[config.mk]
export PLATFORM = sky130hd
export DESIGN_NAME = nav_output_frame_sequencer
export DESIGN_NICKNAME = d
export VERILOG_FILES = /design/src/include/nav_frame_pkg.sv /design/src/include/char_link_if.sv /design/src/hdl/tick_divider.sv /design/src/hdl/serial_char_tx.sv /design/src/hdl/nav_output_frame_sequencer.sv
export SDC_FILE = /design/constraint.sdc
export NUM_CORES = 1
export LEC_CHECK = 0
export BUFFER_PORTS_ARGS = -buffer_cell sky130_fd_sc_hd__buf_2
export CAP_MARGIN = 10
export CELL_PAD_IN_SITES_DETAIL_PLACEMENT = 1
export CELL_PAD_IN_SITES_GLOBAL_PLACEMENT = 2
export CORE_AREA = 2 2 295 209
export CTS_CLUSTER_DIAMETER = 200
export DETAILED_ROUTE_END_ITERATION = 16
export DIE_AREA = 0 0 297 211
export GPL_ROUTABILITY_DRIVEN = 0
export PLACE_DENSITY_LB_ADDON = 0.08
export SLEW_MARGIN = 15
export SYNTH_ARGS = -nofsm -noshare
export SYNTH_HDL_FRONTEND = slang
export SYNTH_HIERARCHICAL = 1
export SYNTH_SLANG_ARGS = --single-unit
export TNS_END_PERCENT = 20
[constraint.sdc]
create_clock -name clk -period 3.5 [get_ports clk]
set_input_delay 0.35 -clock clk [delete_from_list [all_inputs] [get_ports clk]]
set_output_delay 0.35 -clock clk [all_outputs]
set_load 0.02 [all_outputs]
[src/include/nav_frame_pkg.sv]
// Constants shared by the frame sequencer, its serial transmitter and its divider.
// Assumes a single 125 MHz system clock; every time is turned into cycles or frame ticks here.
package nav_frame_pkg;

  // ==========================================================================
  // Clock and serial line
  localparam int unsigned CLK_HZ = 125000000;
  localparam int unsigned BAUD_BPS = 921600;
  // Nearest whole count; 136 cycles give a rate within 0.3 percent of nominal.
  localparam int unsigned BIT_CYC = (CLK_HZ + BAUD_BPS / 2) / BAUD_BPS;
  localparam int unsigned DATA_BITS = 8;

  // ==========================================================================
  // Frame timing
  localparam int unsigned FRAME_HZ = 200;
  localparam int unsigned FRAME_CYC = CLK_HZ / FRAME_HZ;
  localparam int unsigned SEQ_PERIOD_MS = 10;
  localparam int unsigned FRAME_PERIOD_MS = 1000 / FRAME_HZ;
  localparam int unsigned SEQ_DIV = SEQ_PERIOD_MS / FRAME_PERIOD_MS;

  // ==========================================================================
  // Operating phase durations, counted in frame ticks
  localparam int unsigned SELFTEST_S = 10;
  localparam int unsigned SELFTEST_TICKS = SELFTEST_S * FRAME_HZ;
  localparam int unsigned ALIGN_MIN = 5;
  localparam int unsigned ALIGN_TICKS = ALIGN_MIN * 60 * FRAME_HZ;

  // ==========================================================================
  // Frame layout
  localparam int unsigned FRAME_BYTES = 49;
  localparam int unsigned IDX_W = 6;
  localparam logic [7:0] HDR_LO = 8'h55;
  localparam logic [7:0] HDR_HI = 8'haa;
  localparam logic [31:0] SEQ_RESET = 32'h0000_0000;

  // ==========================================================================
  // Operating state codes, as sent in the state byte
  typedef enum logic [7:0] {
    OP_SELFTEST = 8'h00,
    OP_PREP = 8'h01,
    OP_ALIGN = 8'h02,
    OP_NAV = 8'h04
  } op_state_t;

  typedef enum logic [0:0] {
    FR_IDLE = 1'b0,
    FR_SEND = 1'b1
  } frame_state_t;

endpackage : nav_frame_pkg

[src/include/char_link_if.sv]
// Byte handshake between the frame builder and the serial transmitter.
// Assumes both ends share one clock; a byte moves when valid and ready are both high.
`timescale 1ns/100ps
interface char_link_if;
  logic valid;
  logic ready;
  logic [7:0] data;

  modport src (
    output valid,
    output data,
    input ready
  );

  modport snk (
    input valid,
    input data,
    output ready
  );
endinterface : char_link_if

[src/hdl/tick_divider.sv]
// Free-running divider that emits a one-cycle enable pulse every PERIOD clocks.
// Assumes PERIOD is at least 2.
`timescale 1ns/100ps
module tick_divider #(
  parameter int unsigned PERIOD = 2
) (
  input wire logic clk,
  input wire logic rst_n,
  output logic tick
);

  logic [31:0] cnt_r;
  logic at_end;

  assign at_end = (cnt_r == 32'(PERIOD - 1));

  always_ff @(posedge clk or negedge rst_n) begin
    if (!rst_n) begin
      cnt_r <= 32'h0000_0000;
    end else if (at_end) begin
      cnt_r <= 32'h0000_0000;
    end else begin
      cnt_r <= cnt_r + 32'h0000_0001;
    end
  end

  always_ff @(posedge clk or negedge rst_n) begin
    if (!rst_n) begin
      tick <= 1'b0;
    end else begin
      tick <= at_end;
    end
  end

endmodule : tick_divider

[src/hdl/serial_char_tx.sv]
// Asynchronous character transmitter: one start bit, eight data bits LSB first,
// no parity and no stop bit. Characters may follow back to back.
// Assumes the clock rate in the package; the line idles high between frames.
`timescale 1ns/100ps
module serial_char_tx (
  input wire logic clk,
  input wire logic rst_n,
  char_link_if.snk link,
  output logic tx_line
);

  logic active_r;
  logic [7:0] cyc_r;
  logic [3:0] bit_r;
  logic [7:0] shift_r;
  logic bit_end;
  logic last_bit;
  logic take;

  assign bit_end = active_r && (cyc_r == 8'(nav_frame_pkg::BIT_CYC - 1));
  assign last_bit = bit_end && (bit_r == 4'(nav_frame_pkg::DATA_BITS));
  // With no stop bit the next start bit must follow the last data bit directly.
  assign link.ready = !active_r || last_bit;
  assign take = link.valid && link.ready;

  // ==========================================================================
  // Bit timing and shifting
  // bit period
  // start then eight bits
  always_ff @(posedge clk or negedge rst_n) begin
    if (!rst_n) begin
      active_r <= 1'b0;
      cyc_r <= 8'h00;
      bit_r <= 4'h0;
      shift_r <= 8'h00;
      tx_line <= 1'b1;
    end else if (take) begin
      active_r <= 1'b1;
      cyc_r <= 8'h00;
      bit_r <= 4'h0;
      shift_r <= link.data;
      tx_line <= 1'b0;
    end else if (last_bit) begin
      active_r <= 1'b0;
      cyc_r <= 8'h00;
      tx_line <= 1'b1;
    end else if (bit_end) begin
      cyc_r <= 8'h00;
      bit_r <= bit_r + 4'h1;
      tx_line <= shift_r[0];
      shift_r <= {1'b0, shift_r[7:1]};
    end else if (active_r) begin
      cyc_r <= cyc_r + 8'h01;
    end
  end

endmodule : serial_char_tx

[src/hdl/nav_output_frame_sequencer.sv]
// Operating-state sequencer and periodic output frame builder of the navigation unit.
// Assumes one 125 MHz clock, synchronous inputs, and a decoded north-finding command pulse.
//
// Notes on behaviour
// Self-test about ten seconds, then preparation.
// North-finding command accepted in preparation only.
// Alignment lasts five minutes, then navigation.
// Outputs valid only in navigation state.
// Serial line runs at 921600 bits per second.
// One frame begins every 5 ms.
// Start bit, eight data bits, no parity/stop.
// Header 0x55 then 0xAA at bytes 0-1.
// Bytes 2-5: counter, plus one per 10 ms.
// Byte 6 holds the operating state code.
// Bytes 7-8: fault word, 1 means normal.
// Bytes 9-32: raw gyro and accelerometer increments.
// Bytes 33-48: compensated angle and X velocity.
// Multi-byte fields sent least significant byte first.
// Command is one event; ignored outside preparation.
`timescale 1ns/100ps
module nav_output_frame_sequencer #(
  parameter int unsigned FRAME_CYC = nav_frame_pkg::FRAME_CYC,
  parameter int unsigned SELFTEST_TICKS = nav_frame_pkg::SELFTEST_TICKS,
  parameter int unsigned ALIGN_TICKS = nav_frame_pkg::ALIGN_TICKS
) (
  input wire logic clk,
  input wire logic rst_n,
  input wire logic north_cmd,
  input wire logic [15:0] fault_ok,
  input wire logic [31:0] gyro_raw_x,
  input wire logic [31:0] gyro_raw_y,
  input wire logic [31:0] gyro_raw_z,
  input wire logic [31:0] acc_raw_x,
  input wire logic [31:0] acc_raw_y,
  input wire logic [31:0] acc_raw_z,
  input wire logic [31:0] comp_ang_x,
  input wire logic [31:0] comp_ang_y,
  input wire logic [31:0] comp_ang_z,
  input wire logic [31:0] comp_vel_x,
  output logic tx_line,
  output logic [7:0] op_code,
  output logic nav_valid,
  output logic frame_busy
);

  localparam int unsigned FRAME_W = nav_frame_pkg::FRAME_BYTES * 8;

  nav_frame_pkg::op_state_t op_r;
  nav_frame_pkg::frame_state_t fr_r;
  logic [31:0] phase_cnt_r;
  logic [31:0] seq_r;
  logic [3:0] seq_div_r;
  logic [FRAME_W-1:0] snap_r;
  logic [nav_frame_pkg::IDX_W-1:0] idx_r;
  logic frame_tick;
  logic byte_take;
  logic last_byte;

  char_link_if link ();

  // ==========================================================================
  // Frame rate enable
  // 5 ms frame tick
  tick_divider #(
    .PERIOD(FRAME_CYC)
  ) u_frame_div (
    .clk(clk),
    .rst_n(rst_n),
    .tick(frame_tick)
  );

  // ==========================================================================
  // Operating state sequence
  // Phase lengths are counted in frame ticks, so the alignment may end up to
  // one frame period early; the self-test starts with the divider and ends on time.
  always_ff @(posedge clk or negedge rst_n) begin
    if (!rst_n) begin
      op_r <= nav_frame_pkg::OP_SELFTEST;
      phase_cnt_r <= 32'h0000_0000;
    end else begin
      unique case (op_r)
        nav_frame_pkg::OP_SELFTEST: begin
          // timed self-test exit
          if (frame_tick) begin
            if (phase_cnt_r == 32'(SELFTEST_TICKS - 1)) begin
              op_r <= nav_frame_pkg::OP_PREP;
              phase_cnt_r <= 32'h0000_0000;
            end else begin
              phase_cnt_r <= phase_cnt_r + 32'h0000_0001;
            end
          end
        end
        nav_frame_pkg::OP_PREP: begin
          // command accepted here
          // single event accept
          if (north_cmd) begin
            op_r <= nav_frame_pkg::OP_ALIGN;
            phase_cnt_r <= 32'h0000_0000;
          end
        end
        nav_frame_pkg::OP_ALIGN: begin
          // timed alignment exit
          if (frame_tick) begin
            if (phase_cnt_r == 32'(ALIGN_TICKS - 1)) begin
              op_r <= nav_frame_pkg::OP_NAV;
              phase_cnt_r <= 32'h0000_0000;
            end else begin
              phase_cnt_r <= phase_cnt_r + 32'h0000_0001;
            end
          end
        end
        nav_frame_pkg::OP_NAV: begin
          phase_cnt_r <= 32'h0000_0000;
        end
        default: begin
          op_r <= nav_frame_pkg::OP_SELFTEST;
          phase_cnt_r <= 32'h0000_0000;
        end
      endcase
    end
  end

  assign op_code = op_r;
  // valid only in navigation
  assign nav_valid = (op_r == nav_frame_pkg::OP_NAV);

  // ==========================================================================
  // Frame sequence counter
  // plus one per 10 ms
  always_ff @(posedge clk or negedge rst_n) begin
    if (!rst_n) begin
      seq_r <= nav_frame_pkg::SEQ_RESET;
      seq_div_r <= 4'h0;
    end else if (frame_tick) begin
      if (seq_div_r == 4'(nav_frame_pkg::SEQ_DIV - 1)) begin
        seq_div_r <= 4'h0;
        seq_r <= seq_r + 32'h0000_0001;
      end else begin
        seq_div_r <= seq_div_r + 4'h1;
      end
    end
  end

  // ==========================================================================
  // Frame capture and byte walk
  // A tick that arrives before a frame's last byte is handed over is skipped rather
  // than queued; at the real rates a frame takes about a tenth of the period.
  assign byte_take = link.valid && link.ready;
  assign last_byte = (idx_r == nav_frame_pkg::IDX_W'(nav_frame_pkg::FRAME_BYTES - 1));

  always_ff @(posedge clk or negedge rst_n) begin
    if (!rst_n) begin
      fr_r <= nav_frame_pkg::FR_IDLE;
      idx_r <= '0;
    end else begin
      unique case (fr_r)
        nav_frame_pkg::FR_IDLE: begin
          // start frame on tick
          if (frame_tick) begin
            fr_r <= nav_frame_pkg::FR_SEND;
            idx_r <= '0;
          end
        end
        nav_frame_pkg::FR_SEND: begin
          if (byte_take) begin
            if (last_byte) begin
              fr_r <= nav_frame_pkg::FR_IDLE;
            end else begin
              idx_r <= idx_r + nav_frame_pkg::IDX_W'(1);
            end
          end
        end
      endcase
    end
  end

  // Fields are packed with byte 0 in the low bits, so each word leaves LSB first.
  always_ff @(posedge clk or negedge rst_n) begin
    if (!rst_n) begin
      snap_r <= '0;
    end else if (frame_tick && (fr_r == nav_frame_pkg::FR_IDLE)) begin
      // least significant byte first
      // compensated increments
      // raw increments
      // fault word
      // state code
      // sequence count
      // two-byte header
      snap_r <= {comp_vel_x, comp_ang_z, comp_ang_y, comp_ang_x,
                 acc_raw_z, acc_raw_y, acc_raw_x,
                 gyro_raw_z, gyro_raw_y, gyro_raw_x,
                 fault_ok, op_r, seq_r,
                 nav_frame_pkg::HDR_HI, nav_frame_pkg::HDR_LO};
    end
  end

  assign link.valid = (fr_r == nav_frame_pkg::FR_SEND);
  assign link.data = snap_r[idx_r * 8 +: 8];
  assign frame_busy = (fr_r == nav_frame_pkg::FR_SEND);

  // ==========================================================================
  // Serial line
  // line bit rate
  // character format
  serial_char_tx u_tx (
    .clk(clk),
    .rst_n(rst_n),
    .link(link),
    .tx_line(tx_line)
  );

endmodule : nav_output_frame_sequencer

==> results of run 1 <==
[cells by family (layout without fill, tap and decap cells)]
kind of cell    after synthesis  after routing  share of synthesized area, %
mux                         496            496                          26.6
compound gates              197            197                          5.69
fa+ha+maj                     8              8                         0.421
simple gates                379            379                          8.60
other cells                   1              7                        0.0158
flops                       505            505                          53.2
buf+inv                     144            823                          2.99
xor+xnor                     69             69                          2.54
[synthesized netlist by cell type (all sizes together), types with 11 or more instances]
cell      n  area [sq um]
a21o     11          82.6
a21oi    31           159
a221oi   12           105
a22oi    12          90.1
and2     11          71.3
and3     17           106
and4     14           126
buf      81           462
clkbuf   36           148
dfrtp   504         12600
inv      27           101
mux2    376          4230
mux2i    50           500
mux4     70          1580
nand2   106           405
nand3    43           220
nand4    28           209
nor2     66           250
nor2b    12          75.1
nor3     28           151
nor4     14          87.6
o21ai    58           290
xnor2    35           307
xor2     34           298
[layer usage]
metal  up-vias  wire [um]  global-route usage [%]
met5         -          0                       0
met2       407      37300                    40.5
li1       7906          -                       -
met3       126       3250                    3.80
met4         0       2300                    7.85
met1      9068      34400                    34.2
[report_power, final]
group / internal [mW] / switching [mW]
combinational: 0.377 / 0.291
clock: 3.27 / 2.43
sequential: 5.84 / 0
[path summary, 6_finish.rpt]
kind,cells after the start,from,end,slack [ns]
worst max-delay path,6,idx_r[1],u_tx/shift_r[5],0.54
worst min-delay path,2,comp_ang_x[22],snap_r[286],0.03
worst max register to register,6,idx_r[1],u_tx/shift_r[5],0.54
worst min register to register,1,u_frame_div/cnt_r[31],u_frame_div/cnt_r[31],0.47
max in group asynchronous,3,rst_n,snap_r[214],2.12
min in group asynchronous,2,rst_n,phase_cnt_r[9],0.34
[flip-flops by register name, summed over array words and instances (netlist names), 3 cells and up]
signal             cells
u_tx/shift_r           8
seq_div_r              4
snap_r               372
seq_r                 32
u_tx/bit_r             4
u_frame_div/cnt_r     32
u_tx/cyc_r             8
phase_cnt_r           32
idx_r                  6
op_code                3
[critical path: stages, from the launching register on]
cell and delay (ns):
dfrtp_4 0.97, mux4_2 0.60, mux2i_1 0.46, o211ai_1 0.20, nand2_1 0.11, o21ai_0 0.09
a221o_1 0.34
[stage by stage]
step	cell area [sq um]	total power, mW	hold WS, ns	util [%]	worst slack, ns
after floorplan	23800	5.96	0.0544	-	1.06
after global placement	26400	6.34	0.408	44.3	0.619
after detailed placement	26400	6.34	0.408	44.3	0.523
after CTS	31200	12.3	0.000497	52.3	0.493
after global routing	31300	12.7	0.00309	52.4	0.274
final	31300	12.2	0.0259	52.4	0.538
[final cells by class]
type / count / share of cell area [%]
antenna: 2 / 0.0160
clock buffer: 75 / 4.80
timing repair buffer: 701 / 17.1
inverter: 27 / 0.324
multi-input combinational: 1154 / 33.4
tap: 808 / 3.23
clock inverter: 20 / 0.689
sequential: 505 / 40.5
[repair_timing]
item / in CTS / in global routing
endpoints found under the hold margin: 373 / 1
endpoints found under the setup margin: 0 / 0
hold buffers: 308 / 1
==> flow_metrics.tcl, run 1 <==
set metrics [dict create \
    worstPathRequired_ns 3.98 \
    dp.cells 2886 \
    final_cell_mix "501 x dfrtp_1, 376 x mux2_2, 343 x buf_2, 309 x dlygate4sd3_1, 103 x nand2_1" \
    first_pass_iters 5 \
    synth_cell_types 84 \
    cts_tree "built" \
    outcome "completed" \
    setup_tns_ns 0 \
    portBuffers 344 \
    slew_headroom_pct 31.8 \
    ctsLongestPathBuffers 3 \
    cts_root_buf "clkbuf_16" \
    worstMarginPinSlew_ns 1.01 \
    insertion_delay_ns 0.62 \
    period_share_pct 84.6 \
    worst_ir_drop_vdd_mv 0.329 \
    fillers 6182 \
    numCtsBuffers 52 \
    netlist_area_sq_um 23800 \
    grt_pass1_wl_mm 119 \
    ios 350 \
    p_per_area_nw_per_um2 391 \
    drive_above_1_share_pct 38.6 \
    final_common_cell "dfrtp_1" \
    dieArea_sq_um 62700 \
    hp-class "in -> reg" \
    drv_slew 0 \
    multiInputGateArea_sq_um 10400 \
    fp.dieW_um 297 \
    synth_ff_type "dfrtp_1" \
    dpl.hpwl_mm 52.0 \
    drt-initial-drc-count 988 \
    synthToLayoutAreaGrowth_pct 31.5 \
    drv_cap 0 \
    final_nets 2788 \
    drc 0 \
    grt_pass1_vias 19299 \
    vias 17507 \
    die_h_um 211 \
    crit_fanout 43 \
    setup_violations 0 \
    grt_usage_pct 24.8 \
    fmax_ghz 0.338 \
    ant_nets 0 \
    critical_path_class "reg -> reg" \
    p_leak_nw 14.7 \
    path_clk_slew_ns 0.07 \
    grt_remaining_overflow 0 \
    cts_resized 0 \
    skew_ns 0.0300 \
    end_kind "flop" \
    routed_via_density 5.32 \
    crit_arrival_ns 3.44 \
    finalWirelength_mm 77.3 \
    start_kind "flop" \
    htree_levels 2 \
    ys_ff_latch 505 \
    register_area_sq_um 12600 \
    clock-sinks 505 \
    synth_edf_count 0 \
    initial_core_util_pct 39.8 \
    post_cts_buffers 0 \
    core-area_sq_um 59700 \
    antenna_found_initial 2 \
    rows 75 \
    rsz0062_at_grt "no" \
    synth_warnings 6 \
    async_flop_share_pct 100 \
    grt_max_degree 111 \
    synth_cells 1799 \
    finalNonFillerCells 3292 \
    wl_per_cell_um 23.5 \
    syn_avg_cell_area_sq_um 13.2 \
    finalHoldViolations 0 \
    final.min_clock_period_ns 2.96 \
    yosysSeqAreaShare_pct 53.2 \
]
(Power assumes the default switching activity.)
==> run 2: changes to the inputs <==
Clock period 3.5 ns to 2.75 ns, I/O delays scaled along.
==> run 2 against run 1 <==
Effect of this change: first-iteration DRC count is 6.4% lower; combinational power is 32% higher; count of clock-buffer cells in the layout stayed put; non-clock buffer count is 61 higher; global-route usage is 0.062 points lower; clock power is 32% higher; maximum frequency is 13% higher; register-to-register slack worse by 0.41 ns; total power is 30% higher; sequential power is 27% higher; core utilization is 1.1 points higher; cell count is 2.0% higher; critical path type unchanged.
==> flow_metrics.tcl, run 2 (same netlist as run 1, synthesis figures left out) <==
set metrics [dict create \
    p_sw_mw 3.51 \
    cp_cell_sequence "buf_12, buf_4, mux2i_1, a221oi_1, a22oi_1, o21ai_0, a21o_1, a221o_1" \
    htree_levels 2 \
    final_cell_mix "501 x dfrtp_1, 376 x mux2_2, 343 x buf_2, 337 x dlygate4sd3_1, 103 x nand2_1" \
    r2r_start "idx_r[1]" \
    portBuffers 344 \
    start_kind "flop" \
    grt_remaining_overflow 0 \
    setup_tns_ns 0 \
    period_share_pct 95.2 \
    routed_via_density 5.27 \
    finalNonFillerCells 3359 \
    final.min_clock_period_ns 2.62 \
    drt-initial-drc-count 925 \
    fmax_ghz 0.382 \
    grt_max_degree 134 \
    slowest_stage "dfrtp_4" \
    skew_ns 0.0278 \
    drv_slew 0 \
    crit_path_start "idx_r[1]" \
    combPwrFrac_pct 5.6 \
    crit_buf_inv 2 \
    finalHoldViolations 0 \
    drc 0 \
    grt_pass1_wl_mm 120 \
    worst_ir_drop_vdd_mv 0.372 \
    worstPathRequired_ns 3.24 \
    cts_resized 0 \
    final_common_cell "dfrtp_1" \
    path_clk_slew_ns 0.06 \
    outcome "completed" \
    ant_nets 0 \
    whs_ns 0.263 \
    dpl.hpwl_mm 51.1 \
    crit_fanout 22 \
    cp_slowest_stage_delay_ns 0.61 \
    largest_reg_flops 372 \
    synthToLayoutAreaGrowth_pct 34.3 \
    cts_root_buf "clkbuf_16" \
    cts_tree "built" \
    critical_path_class "reg -> reg" \
    p_leak_nw 15.0 \
    register_area_sq_um 12600 \
    initial_core_util_pct 39.8 \
    utilization_pct 53.5 \
    first_pass_iters 5 \
    fp.dieW_um 297 \
    hp-class "in -> async" \
    clock_power_share_pct 47.6 \
    antenna_found_initial 7 \
    swShare_pct 22.2 \
    grt_usage_pct 24.8 \
    crit_arrival_ns 3.10 \
    worstMarginPinSlew_ns 0.758 \
    largest-register "snap_r" \
    grt_pass1_vias 19943 \
    critical-path-top-delay-family "compound AO/OA/AOI/OAI gates" \
    intPower_mw 12.3 \
    setup_violations 0 \
    vias 17716 \
    die_h_um 211 \
    ios 350 \
    finalWirelength_mm 77.2 \
    fin_total_pwr_mw 15.9 \
    end_kind "flop" \
    clock-sinks 505 \
    core-area_sq_um 59700 \
    seq_power_share_pct 46.9 \
    p_per_area_nw_per_um2 497 \
    fillers 6119 \
    rows 75 \
    multiInputGateArea_sq_um 10400 \
    wl_per_cell_um 23.0 \
    drive_above_1_share_pct 38.9 \
    slew_headroom_pct 49.4 \
    final_nets 2849 \
    insertion_delay_ns 0.61 \
    numCtsBuffers 52 \
    dp.cells 2919 \
    ctsLongestPathBuffers 3 \
    drv_cap 0 \
    dieArea_sq_um 62700 \
    rsz0062_at_grt "no" \
]
-- run 2: changes by cell type in the layout (fill, tap and decap cells not counted), sizes merged --
cell / previous run / this run
buf: 392 / 425
dlygate4sd3: 309 / 337
diode: 2 / 6
bufinv: 4 / 7
clkinv: 11 / 8
clkinvlp: 3 / 5
-- run 2: path summary, 6_finish.rpt --
kind | to | slack, ns | cells after the start
max | u_tx/shift_r[6] | 0.13 | 8
min | phase_cnt_r[30] | 0.26 | 2
max reg2reg | u_tx/shift_r[6] | 0.13 | 8
min reg2reg | seq_r[31] | 0.48 | 1
max in group asynchronous | snap_r[292] | 1.55 | 3
min in group clk | phase_cnt_r[13] | 0.28 | 5
-- run 2: per-stage QoR --
step	worst slack (ns)	area, sq um
3_5_place_dp	0.140	26700
3_3_place_gp	0.192	26700
4_1_cts	0.112	31900
5_1_grt	0.0292	31900
6_report	0.133	31900
2_1_floorplan	0.314	23800
-- run 2: final cells by class --
type                    count  area share (%)
repair buffers            762            18.6
well taps                 808            3.17
multi-input cells        1154            32.7
diodes                      6          0.0470
clock inverters            22           0.956
inverters                  27           0.317
flip-flops and latches    505            39.6
clock buffers              75            4.63
-- run 2: power by group through the flow --
stage / logic, mW / clock network (mW) / registers (mW)
after floorplan: 0.0154 / 0 / 7.57
after global placement: 0.492 / 0 / 7.57
after detailed placement: 0.495 / 0 / 7.57
after CTS: 0.872 / 7.70 / 7.43
after global routing: 0.952 / 8.02 / 7.42
final: 0.883 / 7.54 / 7.43
-- run 2: routing by layer --
metal | share of wire (%) | track usage (%) | vias to the layer above
met5 | 0.040 | 0 | -
met4 | 3.1 | 7.99 | 4
met3 | 3.5 | 3.67 | 151
met2 | 49 | 41.1 | 392
met1 | 44 | 33.6 | 9142
li1 | - | - | 8027
-- run 2: worst register-to-register path, stage by stage, from the launching register on --
cell	delay, ns
dfrtp_4	0.61
buf_12	0.24
buf_4	0.21
mux2i_1	0.19
a221oi_1	0.12
a22oi_1	0.37
o21ai_0	0.23
a21o_1	0.22
a221o_1	0.31
-- run 2: what timing repair did --
action	CTS	global route
hold endpoints to repair	391	0
hold buffers	337	0
setup buffers	0	0
